[src/logic/offset_bank_pkg.sv]
package offset_bank_pkg;
   localparam int OFS_W = 10;
   // Register indices as printed; byte address is four times the index
   localparam logic [4:0] IDX_GREEN_COARSE      = 5'h04;
   localparam logic [4:0] IDX_BLUE_COARSE       = 5'h05;
   localparam logic [4:0] IDX_RED_FINE          = 5'h06;
   localparam logic [4:0] IDX_GREEN_FINE        = 5'h07;
   localparam logic [4:0] IDX_BLUE_FINE         = 5'h08;
   localparam logic [4:0] IDX_EVEN_RED_COARSE   = 5'h09;
   localparam logic [4:0] IDX_EVEN_GREEN_COARSE = 5'h0A;
   localparam logic [4:0] IDX_EVEN_BLUE_COARSE  = 5'h0B;
   localparam logic [4:0] IDX_EVEN_RED_FINE     = 5'h0C;
   localparam logic [4:0] IDX_EVEN_GREEN_FINE   = 5'h0D;
   localparam logic [4:0] IDX_CONTROL           = 5'h0F;
   localparam logic [4:0] IDX_MODE              = 5'h14;
   localparam int CTRL_RESET_BIT = 0;
   localparam int MODE_ALT_BIT   = 1;
   localparam logic [9:0] COARSE_RESET = 10'h155;
   localparam logic [9:0] FINE_RESET   = 10'h200;
   localparam logic [9:0] MODE_RESET   = 10'h001;
   localparam int NUM_OFS = 10;
   // Storage slot order, index - IDX_GREEN_COARSE
   localparam logic [NUM_OFS-1:0] SLOT_IS_FINE = 10'b11_000_11100;

   typedef struct packed {
      logic [9:0] coarse;
      logic [9:0] fine;
   } chan_offset_t;

   typedef struct packed {
      chan_offset_t red;
      chan_offset_t green;
      chan_offset_t blue;
   } rgb_offset_t;
endpackage

[src/logic/channel_offset_register_bank.sv]
`timescale 1ns/10ps
module channel_offset_register_bank
   import offset_bank_pkg::*;
(
   input  wire logic        ref_clk,      // 20 MHz clock
   input  wire logic        rst_n,        // Synchronous reset, active low
   input  wire logic        psel,         // APB select
   input  wire logic        penable,      // APB access phase
   input  wire logic        pwrite,       // APB write
   input  wire logic [11:0] paddr,        // APB byte address
   input  wire logic [31:0] pwdata,       // APB write data
   output logic [31:0]      prdata,       // APB read data
   output logic             pready,       // APB ready
   output logic             pslverr,      // APB error on unmapped address
   input  wire logic        pixel_even,   // Current pixel is even
   output rgb_offset_t      active_offset, // Offsets applied to the channels
   output logic             alternate_pixel_offset_mode // Mode bit state
);
   typedef struct packed {
      logic [NUM_OFS-1:0][9:0] ofs;
      logic [9:0]              mode;
      logic                    soft_reset;
      logic [31:0]             rdata;
      logic                    err;
      rgb_offset_t             out;
   } state_t;

   state_t cur;
   state_t next_cur;
   logic       aligned;
   logic [4:0] index;
   logic       is_offset;
   logic [3:0] slot;
   logic       access;
   logic       mapped;
   logic       use_even;
   logic       rd_setup;
   logic       reset_req;

   offset_apb_decode u_dec (
      .paddr     (paddr),
      .aligned   (aligned),
      .index     (index),
      .is_offset (is_offset),
      .slot      (slot)
   );

   function automatic logic [9:0] slot_reset(input int s);
      return SLOT_IS_FINE[s] ? FINE_RESET : COARSE_RESET;
   endfunction

   // Register hit on an aligned word; shared by write, read mux and checks
   function automatic logic hits(input logic al, input logic [4:0] idx,
                                 input logic [4:0] target);
      return al && (idx == target);
   endfunction

   assign access = psel && penable;
   assign rd_setup = psel && !penable && !pwrite;
   assign reset_req = access && pwrite && hits(aligned, index, IDX_CONTROL)
                      && pwdata[CTRL_RESET_BIT];
   assign mapped = is_offset || hits(aligned, index, IDX_CONTROL)
                   || hits(aligned, index, IDX_MODE);
   assign pready = 1'b1;
   assign prdata = cur.rdata;
   assign pslverr = access && !mapped;
   assign alternate_pixel_offset_mode = cur.mode[MODE_ALT_BIT];
   assign active_offset = cur.out;
   assign use_even = cur.mode[MODE_ALT_BIT] && pixel_even;

   always_comb begin
      next_cur = cur;
      next_cur.err = access && !mapped;
      next_cur.soft_reset = 1'b0;
      if (access && pwrite) begin
         if (is_offset)
            next_cur.ofs[slot] = pwdata[9:0];
         else if (hits(aligned, index, IDX_MODE))
            next_cur.mode = pwdata[9:0];
         else if (reset_req)
            next_cur.soft_reset = 1'b1;
      end
      if (cur.soft_reset) begin
         // Whole register set returns to defaults, pulse self-clears
         for (int s = 0; s < NUM_OFS; s++)
            next_cur.ofs[s] = slot_reset(s);
         next_cur.mode = MODE_RESET;
      end
      // Read word fetched in setup so it already stands while pready is high;
      // taken after the soft reset so a read right behind it sees defaults
      if (rd_setup) begin
         next_cur.rdata = 32'h0000_0000;
         if (is_offset)
            next_cur.rdata[9:0] = next_cur.ofs[slot];
         else if (hits(aligned, index, IDX_MODE))
            next_cur.rdata[9:0] = next_cur.mode;
         else if (hits(aligned, index, IDX_CONTROL))
            next_cur.rdata[CTRL_RESET_BIT] = next_cur.soft_reset;
      end
      // Primary set: slots 0..4 = gc, bc, rf, gf, bf; red coarse not held here
      next_cur.out.red.coarse   = use_even ? cur.ofs[5] : COARSE_RESET;
      next_cur.out.green.coarse = use_even ? cur.ofs[6] : cur.ofs[0];
      next_cur.out.blue.coarse  = use_even ? cur.ofs[7] : cur.ofs[1];
      next_cur.out.red.fine     = use_even ? cur.ofs[8] : cur.ofs[2];
      next_cur.out.green.fine   = use_even ? cur.ofs[9] : cur.ofs[3];
      // No even blue fine register held here; primary blue fine applies
      next_cur.out.blue.fine    = cur.ofs[4];
   end

   always_ff @(posedge ref_clk) begin
      if (!rst_n) begin
         for (int s = 0; s < NUM_OFS; s++)
            cur.ofs[s] <= slot_reset(s);
         cur.mode       <= MODE_RESET;
         cur.soft_reset <= 1'b0;
         cur.rdata      <= 32'h0000_0000;
         cur.err        <= 1'b0;
         cur.out.red    <= {COARSE_RESET, FINE_RESET};
         cur.out.green  <= {COARSE_RESET, FINE_RESET};
         cur.out.blue   <= {COARSE_RESET, FINE_RESET};
      end else begin
         cur <= next_cur;
      end
   end

   // Every slot: hardware reset and soft reset both land on its default
   for (genvar g = 0; g < NUM_OFS; g++) begin : g_slot

   end
endmodule

[src/logic/offset_apb_decode.sv]
`timescale 1ns/10ps
module offset_apb_decode
   import offset_bank_pkg::*;
(
   input  wire logic [11:0] paddr,      // APB byte address
   output logic             aligned,    // Word aligned and inside the first 128 bytes
   output logic [4:0]       index,      // Register index
   output logic             is_offset,  // Index hits an offset slot
   output logic [3:0]       slot        // Offset slot number
);
   logic [4:0] diff;
   always_comb begin
      aligned   = (paddr[1:0] == 2'b00) && (paddr[11:7] == 5'h00);
      index     = paddr[6:2];
      diff      = index - IDX_GREEN_COARSE;
      is_offset = aligned && (index >= IDX_GREEN_COARSE) && (index <= IDX_EVEN_GREEN_FINE);
      slot      = diff[3:0];
   end
endmodule

[config.mk]
export PLATFORM = sky130hd
export DESIGN_NAME = channel_offset_register_bank
export DESIGN_NICKNAME = d
export VERILOG_FILES = /design/src/logic/offset_bank_pkg.sv /design/src/logic/channel_offset_register_bank.sv /design/src/logic/offset_apb_decode.sv
export SDC_FILE = /design/constraint.sdc
export NUM_CORES = 1
export LEC_CHECK = 0
export CAP_MARGIN = 20
export CORE_MARGIN = 4
export CORE_UTILIZATION = 45
export CTS_CLUSTER_DIAMETER = 80
export DETAILED_ROUTE_END_ITERATION = 10
export DONT_BUFFER_PORTS = 1
export GPL_TIMING_DRIVEN = 1
export HOLD_SLACK_MARGIN = 0.1
export PLACE_DENSITY_LB_ADDON = 0.3
export SYNTH_ARGS = -nofsm -noshare
export SYNTH_HDL_FRONTEND = slang
export SYNTH_SLANG_ARGS = --single-unit
[constraint.sdc]
create_clock -name ref_clk -period 2.6 [get_ports ref_clk]
set_clock_uncertainty 0.05 [all_clocks]
set_input_delay 0.26 -clock ref_clk [delete_from_list [all_inputs] [get_ports ref_clk]]
set_output_delay 0.26 -clock ref_clk [all_outputs]
set_load 0.01 [all_outputs]
==> results of run 1 <==
-- placed cells by master, fill, tap and decap left out, types with 3 or more instances in the layout --
cell           instances
o22ai_1                8
ha_1                   3
nor2b_1                4
a21oi_1               61
o31ai_1                3
a21boi_0              29
nand3_1               52
inv_1                  5
o221ai_1               8
or3_1                  5
nand4_1               12
a31oi_1                6
buf_12                 3
buf_4                 76
mux2_2                21
nor4_2                 3
clkbuf_16             17
o21ai_0               31
conb_1                23
nor2_1                67
mux2i_1               62
or4_1                  5
nor4_1                 7
and2_1                24
o311ai_0               5
nand2b_1               4
and3_1                 7
dfxtp_1              181
nor3_1                13
o211ai_1               8
or2_2                  9
a211oi_1               5
dlygate4sd3_1         13
nand2_1              237
bufinv_16              4
-- cell families (layout without fill, tap and decap cells) --
group | count (synthesis) | count (layout) | share of synthesized area (%)
and+or+nand+nor | 459 | 459 | 23.5
adders and majority gates | 3 | 3 | 0.424
muxes | 83 | 83 | 9.67
buffers and inverters | 174 | 129 | 11.4
other | 2 | 23 | 0.0847
DFF | 181 | 181 | 40.9
AOI/OAI and AO/OA | 192 | 192 | 14.0
-- state kept, by name (all words and copies together), names as in the netlist --
| register | cells |
|---|---|
| cur | 110 |
| alternate_pixel_offset_mode | 1 |
| active_offset | 60 |
| prdata | 10 |
-- cell type report --
class | instances | area, sq um
Clock inverter | 13 | 198
Timing Repair Buffer | 93 | 788
Tap cell | 265 | 332
Fill cell | 1888 | 9680
Multi-Input combinational cell | 760 | 4320
Clock buffer | 18 | 439
Sequential cell | 181 | 3620
Inverter | 5 | 18.8
-- where the power goes --
group / switching [W] / total [W] / internal [W]
clock network: 0.00116 / 0.00281 / 0.00165
registers: 0.0000120 / 0.00279 / 0.00278
logic: 0.000224 / 0.000332 / 0.000108
-- worst min-delay path, cell delays in order --
cell and delay, ns:
a211oi_1 0.03, o211ai_1 0.17, o21ai_0 0.09
-- synthesized netlist by cell type, types with 3 or more instances --
library cell / n
buf_1: 4
inv_1: 5
or2_2: 9
o21ai_0: 31
nand2_1: 238
a21oi_1: 61
mux2_2: 21
a31oi_1: 6
buf_2: 8
nor2_1: 67
or4_1: 5
o22ai_1: 8
and2_1: 24
and3_1: 7
or3_1: 5
nor2b_1: 5
o311ai_0: 6
o211ai_1: 8
buf_4: 93
ha_1: 3
nand3_1: 52
nor3_1: 13
o31ai_1: 3
nand4_1: 12
clkbuf_1: 64
nor4_1: 9
mux2i_1: 62
a21boi_0: 29
nand2b_1: 4
o221ai_1: 8
dfxtp_1: 181
a211oi_1: 5
-- per-layer routing --
metal / share of wire, % / global-route usage, %
met1: 43 / 36.4
met2: 44 / 39.9
met3: 9.3 / 6.98
met4: 2.9 / 9.33
met5: 0 / 0
-- worst paths after layout --
check	endpoint	start	slack [ns]
setup / recovery	prdata[5]	paddr[5]	0.23
setup reg to reg	prdata[4]	cur[93]	0.51
hold / removal	prdata[9]	paddr[3]	0.12
hold reg to reg	cur[100]	cur[100]	0.41
-- timing repair --
action	CTS	global route
endpoints found under the setup margin	0	1
resized for setup	0	1
buffers inserted	0	0
endpoints found under the hold margin	180	0
hold buffers	14	0
-- metrics by stage --
step | area [sq um] | hold slack [ns]
after global placement | 8930 | 0.320
after detailed placement | 8930 | 0.315
final | 9720 | 0.122
after CTS | 9720 | 0.100
after global routing | 9720 | 0.119
after floorplan | 8940 | 0.368
==> results.yml, run 1 <==
floorplan:
  core-area_sq_um: 19400
  start_util_pct: 45.7
  pin_count: 145
  die-area_sq_um: 22000
  rows: 51
  die_x_um: 148
  die_y_um: 148
power:
  power_w: 0.00594
  p_per_area_nw_per_um2: 611
  power.leakage_nw: 3.91
  ir_drop_mv: 0.452
worst_hold_path:
  hold_path_class: "in2reg"
  hold_path_depth: 3
timing:
  fin_ws_ns: 0.235
  period_share_pct: 91.0
  slew_headroom_pct: 45.4
  slew_violations: 0
  setup_viol: 0
  clock.fmax_ghz: 0.423
  period_needed_ns: 2.37
  fin_tns_setup_ns: 0
  hold_viol_final: 0
  tightest_slew_ns: 0.816
  rsz0062_at_grt: "false"
setup_path:
  crit_cells: 10
  cp_max_fo: 6
  cp-end-kind: "flop"
  slowest_delay_ns: 0.54
  crit_arrival_ns: 2.63
  crit_buf_inv: 2
  cp_cell_sequence: "inv_1 > ha_1 > or3b_2 > nor4_2 > buf_4 > mux2i_1 > o21ai_0 > or4_1 > o211ai_1 > a31oi_1"
  path_class: "in2reg"
  worstRegToRegCells: 6
  crit_required_ns: 2.87
  path_delay_family: "simple AND/OR/NAND/NOR gates"
  cpMaxStageDelayCell: "or4_1"
  critPathLaunchType: "input pin"
global_route:
  grt_antenna_before_repair: 0
  gr-total-overflow: 0
  grt_pass1_vias: 7167
  grt_first_pass_wirelength_mm: 44.3
  grt_usage_pct: 26.4
  grt_max_degree: 68
synth:
  yosysTopAreaCell: "dfxtp_1"
  synth_seq_area_share_pct: 40.9
  synth.area.top_cells: "dfxtp_1, nand2_1, buf_4"
  synth-edff-count: 0
  synthArstFlopShare_pct: 0
  synth-main-ff-cell: "dfxtp_1"
  syn_area_sq_um: 8860
  synth_warnings: 0
  netlist_instances: 1094
  yosysUniqueCellTypes: 59
  ys_seq_elements: 181
  synth_top_area_share_pct: 40.9
  synth.avg_cell_area_sq_um: 8.10
routing:
  finalWirelength_mm: 29.1
  avgRoutedWirePerCell_um: 21.8
  drc: 0
  num_vias: 7706
  via_per_inst: 5.77
  antenna_left: 0
  first_pass_iters: 5
  drtIter0Drc: 749
placement:
  dp_cells: 1290
  port_buffers: 0
  place_ws_ns: -0.223
  gp_congestion: 0.950
  hpwlAfterDp_mm: 20.0
cts:
  root_buffer: "clkbuf_16"
  cts_buffer_depth: 2
  cts_buffers: 17
  clk-insertion-delay-late_ns: 0.44
  cts_max_level: 4
  clk_pin_slew_ns: 0.07
  cts.sinks: 181
  cts_tree: "built"
cells_and_area:
  fin_cells: 1335
  num_antenna_cells: 0
  utilization_pct: 50.1
  drive_gt1_share_pct: 14.4
  synthToLayoutAreaGrowth_pct: 9.70
  layout.nets: 1111
job:
  cap_viol_max_count: 0
status:
  status: "completed"
(Power assumes the default switching activity.)
==> inputs of run 2 (changes only) <==
RECOVER_POWER = 25   (was unset)
==> run 2 against run 1 <==
Effect of this change: setup slack improved by 0.0050 ns; utilization did not move; die area did not move; clock power barely moved; highest routed layer unchanged; sequential share of layout area did not move; flip-flop and latch count did not move; critical path type unchanged; largest power group unchanged; combinational power barely moved; clock-buffer cell count did not move; sequential power barely moved; critical path depth did not move; non-clock buffer count did not move; critical endpoint unchanged.
==> results.yml, run 2 (synthesis gave the netlist of run 1 again) <==
routing:
  drtIter0Drc: 749
  antenna_left: 0
  avgRoutedWirePerCell_um: 21.8
  drc: 0
  num_vias: 7702
  finalWirelength_mm: 29.1
  via_per_inst: 5.77
  first_pass_iters: 5
global_route:
  grt_busiest_layer: "met2"
  grt_antenna_before_repair: 0
  grt_pass1_vias: 7167
  grt_first_pass_wirelength_mm: 44.3
  grt_max_degree: 68
  grt_use_met2_pct: 39.9
  grt_usage_pct: 26.4
  gr-total-overflow: 0
  use_met1_pct: 36.4
  grt_use_met3_pct: 6.98
cells_and_area:
  final_area_sq_um: 9720
  regMostFlops: "cur"
  drive_gt1_share_pct: 14.4
  synthToLayoutAreaGrowth_pct: 9.70
  fill_cells: 1888
  layout_commonest_cell: "nand2_1"
  largest_reg_flops: 110
  fin_cells: 1335
  layout.nets: 1111
  num_antenna_cells: 0
  final_cell_mix: "nand2_1, dfxtp_1, buf_4"
  layout.area.seq_sq_um: 3620
  multi_input_area_sq_um: 4320
timing:
  setup_viol: 0
  period_share_pct: 90.8
  clock.fmax_ghz: 0.424
  slew_headroom_pct: 45.7
  slew_violations: 0
  tightest_slew_ns: 0.812
  rsz0062_at_grt: "false"
  period_needed_ns: 2.36
  hold_viol_final: 0
setup_path:
  cp_max_fo: 6
  worst_r2r_endpoint: "prdata[4]"
  worstRegToRegCells: 6
  crit_arrival_ns: 2.63
  cp-end-kind: "flop"
  r2r_setup_slack_ns: 0.51
  path_class: "in2reg"
  critPathLaunchType: "input pin"
  crit_required_ns: 2.87
  reg2reg_from: "cur[93]"
floorplan:
  pin_count: 145
  core-area_sq_um: 19400
  rows: 51
  die-area_sq_um: 22000
  die_x_um: 148
  die_y_um: 148
  start_util_pct: 45.7
cts:
  cts_tree: "built"
  cts_max_level: 4
  clk_pin_slew_ns: 0.07
  cts_buffers: 17
  cts.sinks: 181
  clk-insertion-delay-late_ns: 0.44
  cts_buffer_depth: 2
  root_buffer: "clkbuf_16"
  post_cts_buffers: 0
power:
  switching_share_pct: 23.6
  p_comb_share_pct: 5.6
  p_per_area_nw_per_um2: 611
  p_sw_w: 0.00140
  cell_internal_pwr_w: 0.00454
  ir_drop_mv: 0.453
  p_seq_share_pct: 47.0
  pwr-share-clk_pct: 47.4
  power.leakage_nw: 3.90
placement:
  dp_cells: 1290
  hpwlAfterDp_mm: 20.0
  port_buffers: 0
  post_dp_cell_area_sq_um: 8930
  gp_congestion: 0.950
status:
  status: "completed"
worst_hold_path:
  hold-path-endpoint: "prdata[9]"
  hold_path_class: "in2reg"
  hold_path_depth: 3
  worstHoldStart: "paddr[3]"
job:
  cap_viol_max_count: 0
run 2: cell counts in the layout (fill, tap and decap cells not counted):
Identical to the previous run, type by type.
run 2: metrics by stage:
step                total power, W  worst slack, ns  setup TNS [ns]  utilization [%]  hold WS, ns
CTS                        0.00596            0.199               0             50.1        0.100
global placement           0.00310           -0.177          -0.595             46.0        0.320
global route               0.00611           0.0758               0             50.1        0.119
finish                     0.00594            0.240               0             50.1        0.121
floorplan                  0.00309           0.0184               0                -        0.368
detailed placement         0.00310           -0.223          -0.787             46.0        0.315
run 2: worst max path at each step:
stage                 to  cells past startpoint     start
2_1_floorplan  prdata[3]                     11  paddr[4]
3_3_place_gp   prdata[5]                     10  paddr[5]
3_5_place_dp   prdata[8]                     10  paddr[5]
4_1_cts        prdata[8]                     10  paddr[5]
5_1_grt        prdata[5]                     10  paddr[5]
6_report       prdata[5]                     10  paddr[5]
run 2: routing by layer:
metal / routed length [um] / vias up
li1: - / 3578
met1: 12600 / 3634
met2: 12900 / 420
met3: 2750 / 70
met4: 863 / 0
met5: 0 / -
run 2: repair_timing:
action	CTS	global route
gates resized for setup	0	1
hold endpoints to repair	180	0
endpoints found under the setup margin	0	1
hold buffers	14	0
run 2: critical path: stages:
cell	delay (ns)
inv_1	0.03
ha_1	0.19
or3b_2	0.48
nor4_2	0.24
buf_4	0.24
mux2i_1	0.24
o21ai_0	0.09
or4_1	0.54
o211ai_1	0.18
a31oi_1	0.13
run 2: area by class of cell:
cell class,count,share of cell area (%)
multi-input combinational,760,44.5
tap,265,3.41
clock inverter,13,2.03
sequential,181,37.3
clock buffer,18,4.52
inverter,5,0.193
timing repair buffer,93,8.11
run 2: power groups by stage:
stage | logic (W) | clock network, W | registers (W)
global route | 0.000350 | 0.00297 | 0.00279
finish | 0.000332 | 0.00281 | 0.00279
floorplan | 0.000242 | 0 | 0.00284
detailed placement | 0.000246 | 0 | 0.00285
global placement | 0.000245 | 0 | 0.00285
CTS | 0.000323 | 0.00284 | 0.00279
==> inputs of run 3 (changes only) <==
--- a/constraint.sdc
+++ b/constraint.sdc
@@ -3,3 +3,3 @@
 set_input_delay 0.26 -clock ref_clk [delete_from_list [all_inputs] [get_ports ref_clk]]
 set_output_delay 0.26 -clock ref_clk [all_outputs]
-set_load 0.01 [all_outputs]
+set_load 0.005 [all_outputs]
==> run 3 against run 2 <==
Effect of this change: fmax fell by 2.6%; setup slack got worse by 0.063 ns; clock power fell by 5%; power fell by 2.4%; design area fell by 0.72%; final cell count fell by 0.22%; largest cell class unchanged.
==> results.yml, run 3 (synthesis gave the netlist of run 1 again) <==
worst_hold_path:
  hold-path-endpoint: "active_offset[9]"
  worstHoldStart: "rst_n"
  hold_path_class: "in2reg"
  hold_path_depth: 2
cts:
  cts_tree: "built"
  cts_buffer_depth: 2
  clk_pin_slew_ns: 0.07
  cts_buffers: 17
  root_buffer: "clkbuf_16"
  cts_resized: 0
  cts_max_level: 4
  clk-insertion-delay-late_ns: 0.43
  cts.sinks: 181
global_route:
  gr-total-overflow: 0
  grt_usage_pct: 26.4
  grt_antenna_before_repair: 0
  grt_first_pass_wirelength_mm: 44.4
  grt_pass1_vias: 7239
  grt_max_degree: 68
timing:
  rsz0062_at_grt: "false"
  slew_violations: 0
  fin_ws_ns: 0.176
  clock.fmax_ghz: 0.413
  hold_viol_final: 0
  period_share_pct: 93.2
  tightest_slew_ns: 0.803
  period_needed_ns: 2.42
  setup_viol: 0
  slew_headroom_pct: 46.3
floorplan:
  pin_count: 145
  start_util_pct: 45.7
  rows: 51
  die-area_sq_um: 22000
  die_x_um: 148
  core-area_sq_um: 19400
  die_y_um: 148
job:
  cap_viol_max_count: 0
routing:
  drtIter0Drc: 863
  num_vias: 7739
  first_pass_iters: 6
  finalWirelength_mm: 29.4
  avgRoutedWirePerCell_um: 22.1
  antenna_left: 0
  via_per_inst: 5.81
  drc: 0
cells_and_area:
  largest_reg_flops: 110
  layout.nets: 1107
  num_antenna_cells: 0
  multi_input_area_sq_um: 4320
  drive_gt1_share_pct: 14.2
  fin_cells: 1332
  fill_cells: 1911
  utilization_pct: 49.8
  synthToLayoutAreaGrowth_pct: 8.91
  final_cell_mix: "nand2_1, dfxtp_1, buf_4"
  layout.area.seq_sq_um: 3620
  layout_commonest_cell: "nand2_1"
  regMostFlops: "cur"
placement:
  place_ws_ns: -0.242
  dp_cells: 1288
  gp_congestion: 0.936
  hpwlAfterDp_mm: 20.0
  port_buffers: 0
power:
  ir_drop_mv: 0.440
  p_per_area_nw_per_um2: 600
  power.leakage_nw: 3.86
setup_path:
  crit_required_ns: 2.85
  critPathLaunchType: "input pin"
  r2r_setup_slack_ns: 0.26
  cp_max_fo: 7
  reg2reg_from: "cur[93]"
  worst_r2r_endpoint: "prdata[6]"
  worstRegToRegCells: 7
  path_class: "in2reg"
  crit_arrival_ns: 2.68
  cp-end-kind: "flop"
status:
  status: "completed"
-- run 3: per-stage QoR --
stage / power [W] / setup TNS (ns) / hold WS, ns / instance area [sq um]
finish: 0.00579 / 0 / 0.126 / 9650
global placement: 0.00309 / -0.710 / 0.305 / 8910
CTS: 0.00581 / 0 / 0.103 / 9650
global route: 0.00595 / 0 / 0.113 / 9650
detailed placement: 0.00309 / -0.846 / 0.304 / 8910
floorplan: 0.00308 / 0 / 0.368 / 8940
-- run 3: layer usage --
layer / share of wire [%] / track usage [%] / up-vias
met1: 43 / 36.7 / 3679
li1: - / - / 3573
met2: 44 / 40.1 / 429
met3: 9.7 / 6.34 / 58
met4: 2.7 / 9.19 / 0
met5: 0 / 0 / -
-- run 3: critical path, cell delays in order --
cell      delay [ns]
inv_1           0.03
ha_1            0.20
or3b_2          0.48
nor4_2          0.26
buf_4           0.26
mux2_2          0.36
o21ai_0         0.14
o211ai_1        0.10
o311ai_0        0.45
a31oi_1         0.14
-- run 3: cell type report --
cell class                 instances  share of cell area [%]
tap                              265                    3.44
timing repair buffer              89                    7.80
sequential                       181                    37.5
clock inverter                    13                    1.75
clock buffer                      19                    4.49
multi-input combinational        760                    44.8
inverter                           5                   0.194
-- run 3: worst max-delay path by stage --
stage | startpoint | cells past startpoint | end | slack, ns
after global placement | paddr[5] | 10 | prdata[8] | -0.19
final | paddr[5] | 10 | prdata[8] | 0.18
after detailed placement | paddr[5] | 10 | prdata[8] | -0.24
after CTS | paddr[5] | 10 | prdata[8] | 0.20
after floorplan | paddr[4] | 11 | prdata[3] | 0.02
after global routing | paddr[5] | 10 | prdata[8] | 0.01
-- run 3: repair_timing --
item	CTS	global route
endpoints found under the hold margin	181	0
setup buffers	0	0
hold buffers	12	0
-- run 3: where the power goes --
part | switching (W) | total, W | internal [W] | leakage (nW)
logic | 0.000215 | 0.000319 | 0.000104 | 2.12
clock network | 0.00116 | 0.00268 | 0.00153 | 0.286
registers | 0.00000968 | 0.00279 | 0.00278 | 1.46
